File: src/verilog/pport_pkg.sv
// Constants, register map and field layout of the parallel port unit.
package pport_pkg;
   // Byte addresses of the registers
   localparam logic [7:0] OFS_CTRL = 8'h00;
   localparam logic [7:0] OFS_MODE = 8'h04;
   localparam logic [7:0] OFS_ADDR = 8'h08;
   localparam logic [7:0] OFS_WDATA = 8'h0C;
   localparam logic [7:0] OFS_RCMD = 8'h10;
   localparam logic [7:0] OFS_STAT = 8'h14;
   localparam logic [7:0] OFS_SLAVE = 8'h18;
   localparam logic [7:0] OFS_PINEN = 8'h1C;
   // Control register layout
   localparam int B_EN = 15;
   localparam int B_IDLE = 13;
   localparam int B_MUX = 11;
   localparam int B_BEEN = 10;
   localparam int B_WREN = 9;
   localparam int B_RDEN = 8;
   localparam int B_CSF = 6;
   localparam int B_ALP = 5;
   localparam int B_CSP = 3;
   localparam int B_BEP = 2;
   localparam int B_WRITE_STROBE_POLARITY = 1;
   localparam int B_READ_STROBE_POLARITY = 0;
   localparam logic [15:0] CTRL_RESET = 16'h0000;
   localparam logic [15:0] CTRL_WMASK = 16'hBFEF;
   localparam logic [15:0] PINEN_RESET = 16'h0000;
   localparam logic [15:0] MUX_LO8_PINS = 16'h0700;
   // Field encodings
   localparam logic [1:0] MODE_LEGACY = 2'h0;
   localparam logic [1:0] MODE_ENH = 2'h1;
   localparam logic [1:0] MODE_M2 = 2'h2;
   localparam logic [1:0] MODE_M1 = 2'h3;
   localparam logic [1:0] MUX_NONE = 2'h0;
   localparam logic [1:0] MUX_LO8 = 2'h1;
   localparam logic [1:0] MUX_FULL = 2'h2;
   localparam logic [1:0] CSF_CS = 2'h2;
   localparam int FIFO_DEPTH = 2;
   typedef enum logic [2:0] {ST_IDLE, ST_AHI, ST_ALO, ST_STB, ST_END} eng_state_type;
endpackage : pport_pkg
File: src/verilog/parallel_master_port_ctrl.sv
// APB-controlled eight-bit parallel master/slave port engine.
//
// Design decisions made here: the APB slave port and the register addresses.
`timescale 1ns/10ps
module parallel_master_port_ctrl (
   input wire logic clk,
   input wire logic resetn,
   input wire logic psel,
   input wire logic penable,
   input wire logic pwrite,
   input wire logic [7:0] paddr,
   input wire logic [31:0] pwdata,
   output logic [31:0] prdata,
   output logic pready,
   output logic pslverr,
   input wire logic idle_req,
   input wire logic [7:0] port_data_in,
   output logic [7:0] port_data_out,
   output logic port_data_oe,
   output logic [15:0] port_address_pins,
   output logic [15:0] port_address_oe,
   output logic chip_select_out,
   output logic chip_select_oe,
   input wire logic chip_select_in,
   output logic write_strobe_out,
   output logic write_strobe_oe,
   input wire logic write_strobe_in,
   output logic read_strobe_out,
   output logic read_strobe_oe,
   input wire logic read_strobe_in,
   output logic byte_enable_out,
   output logic byte_enable_oe,
   output logic addr_latch_out,
   output logic addr_latch_oe
);
   logic [15:0] ctrl_r;
   logic [1:0] mode_r;
   logic [15:0] addr_r;
   logic [15:0] pinen_r;
   logic [7:0] rdata_r;
   logic rd_valid_r;
   logic [7:0] slv_rx_r;
   logic [7:0] slv_tx_r;
   logic slv_flag_r;
   logic slv_wr_d_r;
   logic [24:0] fifo_mem [pport_pkg::FIFO_DEPTH];
   logic fifo_wp_r;
   logic fifo_rp_r;
   logic [1:0] fifo_cnt_r;
   pport_pkg::eng_state_type state_r;
   logic cur_rd_r;
   logic [15:0] cur_addr_r;
   logic [7:0] cur_data_r;
   logic en;
   logic master;
   logic slave;
   logic [1:0] mux;
   logic push;
   logic pop;
   logic push_cmd;
   logic apb_done;
   logic strobe;
   logic slv_cs;
   logic slv_rd;
   logic slv_wr;

   // Decoded control fields
   assign en = ctrl_r[pport_pkg::B_EN];
   assign mux = ctrl_r[pport_pkg::B_MUX +: 2];
   assign master = en && (mode_r == pport_pkg::MODE_M1 || mode_r == pport_pkg::MODE_M2);
   assign slave = en && !master;
   assign strobe = (state_r == pport_pkg::ST_STB);
   assign apb_done = psel && penable && pready;
   assign push_cmd = pwrite && (paddr == pport_pkg::OFS_WDATA || paddr == pport_pkg::OFS_RCMD);
   assign push = apb_done && push_cmd;
   // Engine takes a command only when enabled, idle and not stopped for idle
   assign pop = (state_r == pport_pkg::ST_IDLE) && master && (fifo_cnt_r != 2'h0)
      && !(ctrl_r[pport_pkg::B_IDLE] && idle_req);
   // Slave strobes are active when the pin level equals its polarity bit
   assign slv_cs = (chip_select_in == ctrl_r[pport_pkg::B_CSP]);
   assign slv_rd = slave && slv_cs && (read_strobe_in == ctrl_r[pport_pkg::B_READ_STROBE_POLARITY]);
   assign slv_wr = slave && slv_cs && (write_strobe_in == ctrl_r[pport_pkg::B_WRITE_STROBE_POLARITY]);

   function automatic logic lvl(input logic act, input logic pol);
      lvl = pol ? act : ~act;
   endfunction : lvl

   // APB answer: one wait state, longer for a WDATA or RCMD write while the command buffer is full
   always_ff @(posedge clk) begin
      if (!resetn) begin
         pready <= 1'b0;
         pslverr <= 1'b0;
      end else if (psel && penable && !pready) begin
         if (!push_cmd || fifo_cnt_r < 2'(pport_pkg::FIFO_DEPTH)) begin
            pready <= 1'b1;
            pslverr <= (paddr > pport_pkg::OFS_PINEN) || (paddr[1:0] != 2'h0);
         end
      end else begin
         pready <= 1'b0;
         pslverr <= 1'b0;
      end
   end

   // Read data is prepared in the cycle before pready rises
   always_ff @(posedge clk) begin
      if (!resetn) begin
         prdata <= 32'h0000_0000;
      end else if (psel && penable && !pready && !pwrite) begin
         if (paddr == pport_pkg::OFS_CTRL) begin
            prdata <= {16'h0000, ctrl_r};
         end else if (paddr == pport_pkg::OFS_MODE) begin
            prdata <= {30'h0000_0000, mode_r};
         end else if (paddr == pport_pkg::OFS_ADDR) begin
            prdata <= {16'h0000, addr_r};
         end else if (paddr == pport_pkg::OFS_WDATA) begin
            prdata <= {24'h00_0000, rdata_r};
         end else if (paddr == pport_pkg::OFS_STAT) begin
            prdata <= {27'h000_0000, fifo_cnt_r, slv_flag_r, rd_valid_r,
               state_r != pport_pkg::ST_IDLE};
         end else if (paddr == pport_pkg::OFS_SLAVE) begin
            prdata <= {24'h00_0000, slv_rx_r};
         end else if (paddr == pport_pkg::OFS_PINEN) begin
            prdata <= {16'h0000, pinen_r};
         end else begin
            prdata <= 32'h0000_0000;
         end
      end
   end

   // Software-written configuration; reserved control bits stay zero
   always_ff @(posedge clk) begin
      if (!resetn) begin
         ctrl_r <= pport_pkg::CTRL_RESET;
         mode_r <= pport_pkg::MODE_LEGACY;
         addr_r <= 16'h0000;
         pinen_r <= pport_pkg::PINEN_RESET;
         slv_tx_r <= 8'h00;
      end else if (apb_done && pwrite) begin
         if (paddr == pport_pkg::OFS_CTRL) begin
            ctrl_r <= pwdata[15:0] & pport_pkg::CTRL_WMASK;
         end else if (paddr == pport_pkg::OFS_MODE) begin
            mode_r <= pwdata[1:0];
         end else if (paddr == pport_pkg::OFS_ADDR) begin
            addr_r <= pwdata[15:0];
         end else if (paddr == pport_pkg::OFS_SLAVE) begin
            slv_tx_r <= pwdata[7:0];
         end else if (paddr == pport_pkg::OFS_PINEN) begin
            pinen_r <= pwdata[15:0];
         end
      end
   end

   // Two-entry command buffer of direction, address and data
   always_ff @(posedge clk) begin
      if (!resetn) begin
         fifo_wp_r <= 1'b0;
         fifo_rp_r <= 1'b0;
         fifo_cnt_r <= 2'h0;
      end else begin
         if (push) begin
            fifo_mem[fifo_wp_r] <= {paddr == pport_pkg::OFS_RCMD, addr_r, pwdata[7:0]};
            fifo_wp_r <= ~fifo_wp_r;
         end
         if (pop) begin
            fifo_rp_r <= ~fifo_rp_r;
         end
         fifo_cnt_r <= fifo_cnt_r + 2'(push) - 2'(pop);
      end
   end

   // Access sequencer: address phases, strobe, then sample
   always_ff @(posedge clk) begin
      if (!resetn) begin
         state_r <= pport_pkg::ST_IDLE;
         cur_rd_r <= 1'b0;
         cur_addr_r <= 16'h0000;
         cur_data_r <= 8'h00;
      end else begin
         case (state_r)
            pport_pkg::ST_IDLE: begin
               if (pop) begin
                  {cur_rd_r, cur_addr_r, cur_data_r} <= fifo_mem[fifo_rp_r];
                  if (mux == pport_pkg::MUX_FULL) begin
                     state_r <= pport_pkg::ST_AHI;
                  end else if (mux == pport_pkg::MUX_LO8) begin
                     state_r <= pport_pkg::ST_ALO;
                  end else begin
                     state_r <= pport_pkg::ST_STB;
                  end
               end
            end
            pport_pkg::ST_AHI: state_r <= pport_pkg::ST_ALO;
            pport_pkg::ST_ALO: state_r <= pport_pkg::ST_STB;
            pport_pkg::ST_STB: state_r <= pport_pkg::ST_END;
            default: state_r <= pport_pkg::ST_IDLE;
         endcase
      end
   end

   // Read result is sampled while the strobe is visible; set beats clear
   always_ff @(posedge clk) begin
      if (!resetn) begin
         rdata_r <= 8'h00;
         rd_valid_r <= 1'b0;
      end else if (state_r == pport_pkg::ST_END && cur_rd_r) begin
         rdata_r <= port_data_in;
         rd_valid_r <= 1'b1;
      end else if (apb_done && !pwrite && paddr == pport_pkg::OFS_WDATA) begin
         rd_valid_r <= 1'b0;
      end
   end

   // Slave side: data caught while written, flagged at strobe end
   always_ff @(posedge clk) begin
      if (!resetn) begin
         slv_rx_r <= 8'h00;
         slv_flag_r <= 1'b0;
         slv_wr_d_r <= 1'b0;
      end else begin
         slv_wr_d_r <= slv_wr;
         if (slv_wr) begin
            slv_rx_r <= port_data_in;
         end
         if (slv_wr_d_r && !slv_wr) begin
            slv_flag_r <= 1'b1;
         end else if (apb_done && !pwrite && paddr == pport_pkg::OFS_SLAVE) begin
            slv_flag_r <= 1'b0;
         end
      end
   end

   // Pin drivers; every enable drops while the port is off
   always_ff @(posedge clk) begin
      if (!resetn) begin
         chip_select_out <= 1'b0;
         chip_select_oe <= 1'b0;
         write_strobe_out <= 1'b0;
         write_strobe_oe <= 1'b0;
         read_strobe_out <= 1'b0;
         read_strobe_oe <= 1'b0;
         byte_enable_out <= 1'b0;
         byte_enable_oe <= 1'b0;
         addr_latch_out <= 1'b0;
         addr_latch_oe <= 1'b0;
      end else begin
         chip_select_out <= lvl(strobe && ctrl_r[pport_pkg::B_CSF +: 2] == pport_pkg::CSF_CS,
            ctrl_r[pport_pkg::B_CSP]);
         chip_select_oe <= master && ctrl_r[pport_pkg::B_CSF +: 2] == pport_pkg::CSF_CS;
         if (mode_r == pport_pkg::MODE_M1) begin
            // Direction level for the whole access, enable pulse on the strobe
            read_strobe_out <= lvl(cur_rd_r && state_r != pport_pkg::ST_IDLE,
               ctrl_r[pport_pkg::B_READ_STROBE_POLARITY]);
            write_strobe_out <= lvl(strobe, ctrl_r[pport_pkg::B_WRITE_STROBE_POLARITY]);
         end else begin
            read_strobe_out <= lvl(strobe && cur_rd_r, ctrl_r[pport_pkg::B_READ_STROBE_POLARITY]);
            write_strobe_out <= lvl(strobe && !cur_rd_r, ctrl_r[pport_pkg::B_WRITE_STROBE_POLARITY]);
         end
         read_strobe_oe <= master && ctrl_r[pport_pkg::B_RDEN];
         write_strobe_oe <= master && ctrl_r[pport_pkg::B_WREN];
         byte_enable_out <= lvl(strobe, ctrl_r[pport_pkg::B_BEP]);
         byte_enable_oe <= master && ctrl_r[pport_pkg::B_BEEN];
         addr_latch_out <= lvl(state_r == pport_pkg::ST_AHI || state_r == pport_pkg::ST_ALO,
            ctrl_r[pport_pkg::B_ALP]);
         addr_latch_oe <= master && mux != pport_pkg::MUX_NONE;
      end
   end

   // Address and data pins; multiplexed modes drive address on data first
   always_ff @(posedge clk) begin
      if (!resetn) begin
         port_data_out <= 8'h00;
         port_data_oe <= 1'b0;
         port_address_pins <= 16'h0000;
         port_address_oe <= 16'h0000;
      end else begin
         port_address_pins <= cur_addr_r;
         if (!master || mux == pport_pkg::MUX_FULL) begin
            port_address_oe <= 16'h0000;
         end else if (mux == pport_pkg::MUX_LO8) begin
            port_address_oe <= pinen_r & pport_pkg::MUX_LO8_PINS;
         end else begin
            port_address_oe <= pinen_r;
         end
         case (state_r)
            pport_pkg::ST_AHI: begin
               port_data_out <= cur_addr_r[15:8];
               port_data_oe <= 1'b1;
            end
            pport_pkg::ST_ALO: begin
               port_data_out <= cur_addr_r[7:0];
               port_data_oe <= 1'b1;
            end
            pport_pkg::ST_STB: begin
               port_data_out <= cur_data_r;
               port_data_oe <= !cur_rd_r;
            end
            default: begin
               port_data_out <= slv_tx_r;
               port_data_oe <= slv_rd;
            end
         endcase
      end
   end
endmodule : parallel_master_port_ctrl

File: config.mk
export PLATFORM = sky130hd
export DESIGN_NAME = parallel_master_port_ctrl
export DESIGN_NICKNAME = d
export VERILOG_FILES = /design/src/verilog/pport_pkg.sv /design/src/verilog/parallel_master_port_ctrl.sv
export SDC_FILE = /design/constraint.sdc
export NUM_CORES = 1
export LEC_CHECK = 0
export ABC_AREA = 1
export BUFFER_PORTS_ARGS = -buffer_cell sky130_fd_sc_hd__clkbuf_2
export CAP_MARGIN = 0
export CORE_MARGIN = 8
export CORE_UTILIZATION = 47
export DETAILED_ROUTE_END_ITERATION = 12
export GPL_TIMING_DRIVEN = 0
export HOLD_SLACK_MARGIN = 0.1
export PLACE_DENSITY_LB_ADDON = 0.08
export SETUP_SLACK_MARGIN = 0.02
export SYNTH_ARGS = -nofsm -noshare
export SYNTH_HDL_FRONTEND = slang
export SYNTH_SLANG_ARGS = --single-unit
export TNS_END_PERCENT = 20
File: constraint.sdc
create_clock -name clk -period 8.2 [get_ports clk]
set_input_delay 0 -clock clk [delete_from_list [all_inputs] [get_ports clk]]
set_output_delay 0 -clock clk [all_outputs]
set_load 0.005 [all_outputs]
# After elaboration in Yosys (flattened, before gate mapping)
# Memories as Yosys holds them, arrays and structs flattened. A register that Yosys moved wholly into a read port is not among the register bits.
# Index checks and enable logic that the tools add are counted.
# W data, S select, Z words.
op_classes:
  n_mux: 29
  reduce_logical: 62
  n_lt_le_gt_ge: 2
  eq_ne: 20
  shifts: 0
  n_div: 0
  multipliers: 0
  addsub: 2
  bitwise: 13
op_table:
  columns: ["operator", "count"]
  rows:
  - ["$mux W16", 7]
  - ["$eq A8 B5 Y1 const B", 4]
  - ["$logic_and A1 B1 Y1", 30]
  - ["$pmux W8 S3", 1]
  - ["$mux W1", 17]
  - ["$eq A8 B4 Y1 const B", 2]
  - ["$not A1 Y1", 13]
  - ["$pmux W3 S4", 1]
  - ["$reduce_bool A2 Y1", 5]
  - ["$eq A2 B2 Y1 const B", 4]
  - ["$eq A8 B3 Y1 const B", 1]
  - ["$gt A8 B5 Y1 const B", 1]
  - ["$logic_not A1 Y1", 8]
  - ["$logic_not A8 Y1", 1]
  - ["$eq A3 B2 Y1 const B", 2]
  - ["$logic_or A1 B1 Y1", 6]
  - ["$reduce_and A2 Y1", 3]
  - ["$reduce_and A6 Y1", 1]
  - ["$reduce_and A5 Y1", 1]
  - ["$reduce_and A4 Y1", 1]
  - ["$reduce_or A2 Y1", 2]
  - ["$eq A1 B1 Y1", 3]
  - ["$eq A3 B1 Y1 const B", 1]
  - ["$eq A3 B3 Y1 const B", 1]
  - ["12 further kinds", 12]
totals:
  word_cells: 161
  n_memories: 1
  output_inout_bits: 85
  rom_bits: 0
  ram_bits: 50
  input_bits: 57
  latch_bits: 0
  regBits: 167
mem_list:
  columns: ["memory", "depth", "width", "rd", "rd_ports_with_merged_regs", "write_ports", "line", "text"]
  rows:
  - ["fifo_mem", 2, 25, 1, 1, 1, "parallel_master_port_ctrl.sv:46", "logic [24:0] fifo_mem [pport_pkg::FIFO_DEPTH];"]

# Logic depth before layout (Yosys ltp)
logic_depth:
  word_depth: 10
  mapped_depth: 13
  mapped_depth_nobuf: 13

# Least setup slack after synthesis
# Ideal clock, no wire load.
synth_path:
  kind: "reg-to-reg"
  from: "register pready"
  to: "memory fifo_mem[1][0] (enable)"
  n_path_buf: 0
  setup_ns: 0.438
  setup_slack_ns: 5.221
  path_stages_with_launch: 5
  required_ns: 7.762
  synth_period_minus_slack_ns: 2.979
  arrival_ns: 2.541
  path_cell_list: "dfxtp_1 > nand3_2 > nor2_4 > nand2_1 > nor3_1"
synth_via:
  elab_chain_cells: 5
synth_lines:
  columns: ["element", "line", "text"]
  rows:
  - ["start, declared", "parallel_master_port_ctrl.sv:14", "output logic pready,"]
  - ["start signal, assigned", "parallel_master_port_ctrl.sv:91", "pready <= 1'b0;"]
  - ["start signal, assigned", "parallel_master_port_ctrl.sv:95", "pready <= 1'b1;"]
  - ["start signal, assigned", "parallel_master_port_ctrl.sv:99", "pready <= 1'b0;"]
  - ["$logic_and A1 B1 Y1", "parallel_master_port_ctrl.sv:73", "assign apb_done = psel && penable && pready;"]
  - ["$logic_and A1 B1 Y1", "parallel_master_port_ctrl.sv:75", "assign push = apb_done && push_cmd;"]
  - ["$mux W1", "parallel_master_port_ctrl.sv:160", "if (push) begin"]
  - ["$mux W1", "parallel_master_port_ctrl.sv:155", "if (!resetn) begin"]
  - ["$mux W1 (not written as such)", "parallel_master_port_ctrl.sv:161", "fifo_mem[fifo_wp_r] <= {paddr == pport_pkg::OFS_RCMD, addr_r, pwdata[7:0]};"]
  - ["end, declared", "parallel_master_port_ctrl.sv:46", null]
# Every way passes these cells.

# Worst setup path after layout
layout_path:
  from: "input paddr[6]"
  to: "memory fifo_mem[1][0] (enable)"
layout_via:
  elab_chain_cells: 7
  word_cells_on_any_way: 8
  cone_classes: "2 x eq/ne; 3 x mux; 3 x reduce/logical"
layout_lines:
  columns: ["element", "line", "text"]
  rows:
  - ["start, declared", "parallel_master_port_ctrl.sv:11", "input wire logic [7:0] paddr,"]
  - ["$eq A8 B4 Y1 or $eq A8 B5 Y1 (tied branches)", "parallel_master_port_ctrl.sv:74", "assign push_cmd = pwrite && (paddr == pport_pkg::OFS_WDATA || paddr == pport_pkg::OFS_RCMD);"]
  - ["$logic_or A1 B1 Y1 *", "parallel_master_port_ctrl.sv:74", null]
  - ["$logic_and A1 B1 Y1 *", "parallel_master_port_ctrl.sv:74", null]
  - ["$logic_and A1 B1 Y1 *", "parallel_master_port_ctrl.sv:75", null]
  - ["$mux W1 *", "parallel_master_port_ctrl.sv:160", null]
  - ["$mux W1 *", "parallel_master_port_ctrl.sv:155", null]
  - ["$mux W1 (not written as such) *", "parallel_master_port_ctrl.sv:161", null]
# Every way passes the cells marked *; elsewhere a longest branch is shown, timed or not.

==> summary.txt <==
Logic synthesis
  – Netlist cell types: 37
  – Flops & latches, synth: 226
  – Post-Synthesis Mean Instance Area: about 8.7 µm²
  – Post-synthesis sequential area ratio: 0.591
  – Gate count after technology mapping: 976
  – Yosys warning total: 0
  – Cell area after synthesis: between 0.008 and 0.009 mm²

Setup path
  – Maximum single-stage delay on the critical path: around 570 ps
  – Startpoint-to-endpoint class of the critical path: in -> reg
  – Worst-path cell with the longest stage delay: dlygate4sd3_1
  – Crit start category: input port
  – Critical Path, Cell by Cell: dlygate4sd3_1 -> clkbuf_2 -> nor2_1 -> dlygate4sd3_1 -> nand2_1 -> nor2_4 -> inv_1 -> o21ai_1 -> nand2_1 -> nor3_2 -> buf_6 -> buf_6
  – Maximum fanout along the worst path: 11
  – Worst EP required: 8410 ps
  – Arrival @ worst endpoint: 3130 ps
  – R2R depth: 7
  – Type of element capturing the critical path: register

Routing
  – First DRT Iteration DRCs: ~510
  – Routed length per placed instance: roughly 17 µm
  – Detailed Route WL: around 25 mm
  – Average via count per standard cell: slightly above 5
  – Router iterations before antenna repair: 5
  – Number of vias after detailed routing: a little over 7k
  – Detail Route Antenna Nets: 0
  – Total DRC errors in the routed layout: 0

Global routing
  – Number of antenna violations at the first check in global routing: 0
  – Vias in the first global route: 6941
  – Largest net degree at the start of global routing: 15
  – All-layer global routing usage: 0.217
  – Gr ovfl total: 0
  – First-pass GRT wire length: approximately 38 mm

Clock network
  – Total clock buffers created by CTS: 24
  – Cells resized by post-CTS repair: 0
  – CTS Root Buffer Type: clkbuf_16
  – Hold_buf cts: 42
  – CTS HTree Levels: 1
  – Clk sinks: roughly 230
  – Longest Clk Path Bufs: 3
  – Post-CTS setup-driven buffer insertion count: 0
  – Worst-skew pair later-pin latency: between 500 and 600 ps
  – Clock transition at the registers of the reported paths: about 60 ps
  – TritonCTS clock tree: yes

Die
  – I/O pin cnt: 142
  – Area inside the core boundary: about 0.018 mm²
  – Die Outline Area: 0.0227 mm²
  – Die extent in y: around 150 µm
  – X dimension of the die: 151 µm
  – Cell Rows: 49
  – Starting utilization of the core area: 0.477

Timing
  – Number of hold-slack violations in the final timing report: 0
  – Final TNS setup: 0 ps
  – Clock Skews: 14.4 ps
  – Relative slew slack: 0.437
  – Transition time at the pin with the least slew margin: 844 ps
  – Max Clk Rate: between 300 and 400 MHz
  – Final period util: 0.356
  – Final setup fails: 0
  – Post-layout minimum cycle time: slightly below 3000 ps
  – RSZ-0062 raised after global routing: no
  – Final-report max-slew violation count: 0

Placement
  – PortBufs: around 110
  – Routability Congestion: 0.893
  – Placed wire-length estimate after detailed placement: 18.3 mm

Layout
  – Fraction of layout cells with a size suffix above 1: 0.170
  – Count of nets after finishing: approximately 1.2k
  – Count of antenna diodes in the layout: 0
  – Layout overhead on the synthesized area: 25.6%

Power
  – Clock power share: 0.470
  – Total power per unit cell area: roughly 220 mW/mm²
  – Power after layout: 2.34 mW
  – Worst IR drop on VDD: a little under 0.2 mV
  – Internal power of the cells: between 1.5 and 2 mW
  – Switching fraction of total power: 0.215
  – Power share of the combinational group: 0.043
  – Static leakage: 4.49 nW
  – Switching power total: 504 µW
  – Share of power burned in registers: 0.487

Outcome
  – Status: finished clean

Flow run
  – Reported max-cap violation count: 0

Worst hold path
  – Tightest Hold Check Type: in -> reg
  – Cell depth of the worst min-delay path: 7
cell type report:
type / instances / area, µm²
flip-flops and latches: 226 / 5020
repair buffers: 154 / 1000
clock inverters: 11 / 86.3
inverters: 99 / 372
fillers: 1639 / 7160
well taps: 229 / 287
multi-input cells: 607 / 2870
plain buffers: 59 / 300
clock buffers: 33 / 738
cells by family after synthesis:
family	synth area share
and+or+nand+nor	0.159
AOI/OAI and AO/OA	0.163
DFF	0.591
buffers and inverters	0.0790
xor gates and xnor gates	0.00515
adders and majority gates	0.00294
other	0.000441
worst max-delay path, delay by kind of cell:
family | cells | cell delay [ps]
AND/OR/NAND/NOR | 5 | 1260
AO/OA/AOI/OAI | 1 | 130
buffers and inverters | 6 | 1750
path summary, 6_finish.rpt:
kind                                     endpoint                        from  slack [ps]
setup / recovery         fifo_mem[1][0]$_DFFE_PP_                    paddr[6]        5280
hold / removal            rd_valid_r$_SDFFE_PN0P_                    paddr[4]         120
setup reg to reg         fifo_mem[1][0]$_DFFE_PP_         pready$_SDFFE_PN0P_        5450
hold reg to reg   port_address_pins[4]$_SDFF_PN0_  cur_addr_r[4]$_SDFFE_PN0P_         450
registers in the layout, summed over array words and instances, names as in the netlist, 3 cells and up:
register and flops:
addr_r 16, ctrl_r 14, cur_addr_r 16, cur_data_r 8, fifo_mem 50, pinen_r 16
port_address_oe 16, port_address_pins 16, port_data_out 8, prdata 16, rdata_r 8, slv_rx_r 8
slv_tx_r 8, state_r 3
Yosys cell counts:
library cell    n  area, µm²
dfxtp_1       176       3520
nand2_1       168        631
o21ai_0       124        621
nor2_1        100        375
inv_1          92        345
a21oi_1        82        410
edfxtp_1       50       1500
a31oi_1        34        213
clkbuf_1       32        120
nand3_1        24        120
buf_4          16        120
nor3_1         13       65.1
a22oi_1         8       60.1
buf_2           7       35.0
o21ai_1         7       35.0
inv_2           4       15.0
clkinv_1        3       11.3
nor2_2          3       18.8
nor2_4          3       33.8
o21bai_1        3       22.5
xnor2_1         3       26.3
a21oi_2         2       17.5
clkbuf_2        2       10.0
ha_1            2       25.0
nand3_2         2       20.0
nand4_1         2       12.5
nor3_4          2       32.5
or2_2           2       12.5
xor2_1          2       17.5
buf_1           1       3.75
buf_6           1       11.3
conb_1          1       3.75
nand2_2         1       6.26
nand3b_1        1       7.51
nor3_2          1       10.0
nor4_1          1       6.26
o21a_1          1       7.51
metrics by stage:
stage,util,setup slack (ps),cells,area [µm²],hold slack [ps]
2_1_floorplan,-,5220,991,8560,98.9
3_3_place_gp,0.527,3780,1329,9400,240
3_5_place_dp,0.529,5720,1332,9440,251
4_1_cts,0.599,5280,1418,10700,103
5_1_grt,0.599,5050,1418,10700,169
6_report,0.599,5280,1418,10700,118
power groups by stage:
stage                     sequential, mW  combinational, mW  clock, mW
after floorplan                     1.17             0.0429          0
after CTS                           1.14             0.0989       1.11
after detailed placement            1.17             0.0841          0
final                               1.14              0.101       1.10
after global placement              1.17             0.0841          0
after global routing                1.14              0.110       1.16
placed cells by master (no fill, tap or decap), types with 12 or more instances in the layout:
master / synthesis / final
dfxtp_1: 176 / 176
nand2_1: 168 / 168
o21ai_0: 124 / 124
clkbuf_2: 2 / 111
nor2_1: 100 / 99
inv_1: 92 / 92
a21oi_1: 82 / 82
edfxtp_1: 50 / 50
dlygate4sd3_1: 0 / 42
clkbuf_1: 32 / 34
a31oi_1: 34 / 34
clkbuf_16: 0 / 27
nand3_1: 24 / 24
buf_4: 16 / 16
conb_1: 1 / 16
nor3_1: 13 / 12
routing by layer:
metal / share of wire / wire, µm / vias up / track usage
met5: 0 / 0 / - / 0
met4: 0.028 / 687 / 0 / 0.0765
met3: 0.072 / 1780 / 47 / 0.0385
met2: 0.45 / 11100 / 263 / 0.348
met1: 0.45 / 11200 / 3278 / 0.290
li1: - / - / 3608 / -
No activity file was read; power rests on OpenSTA's default activity.
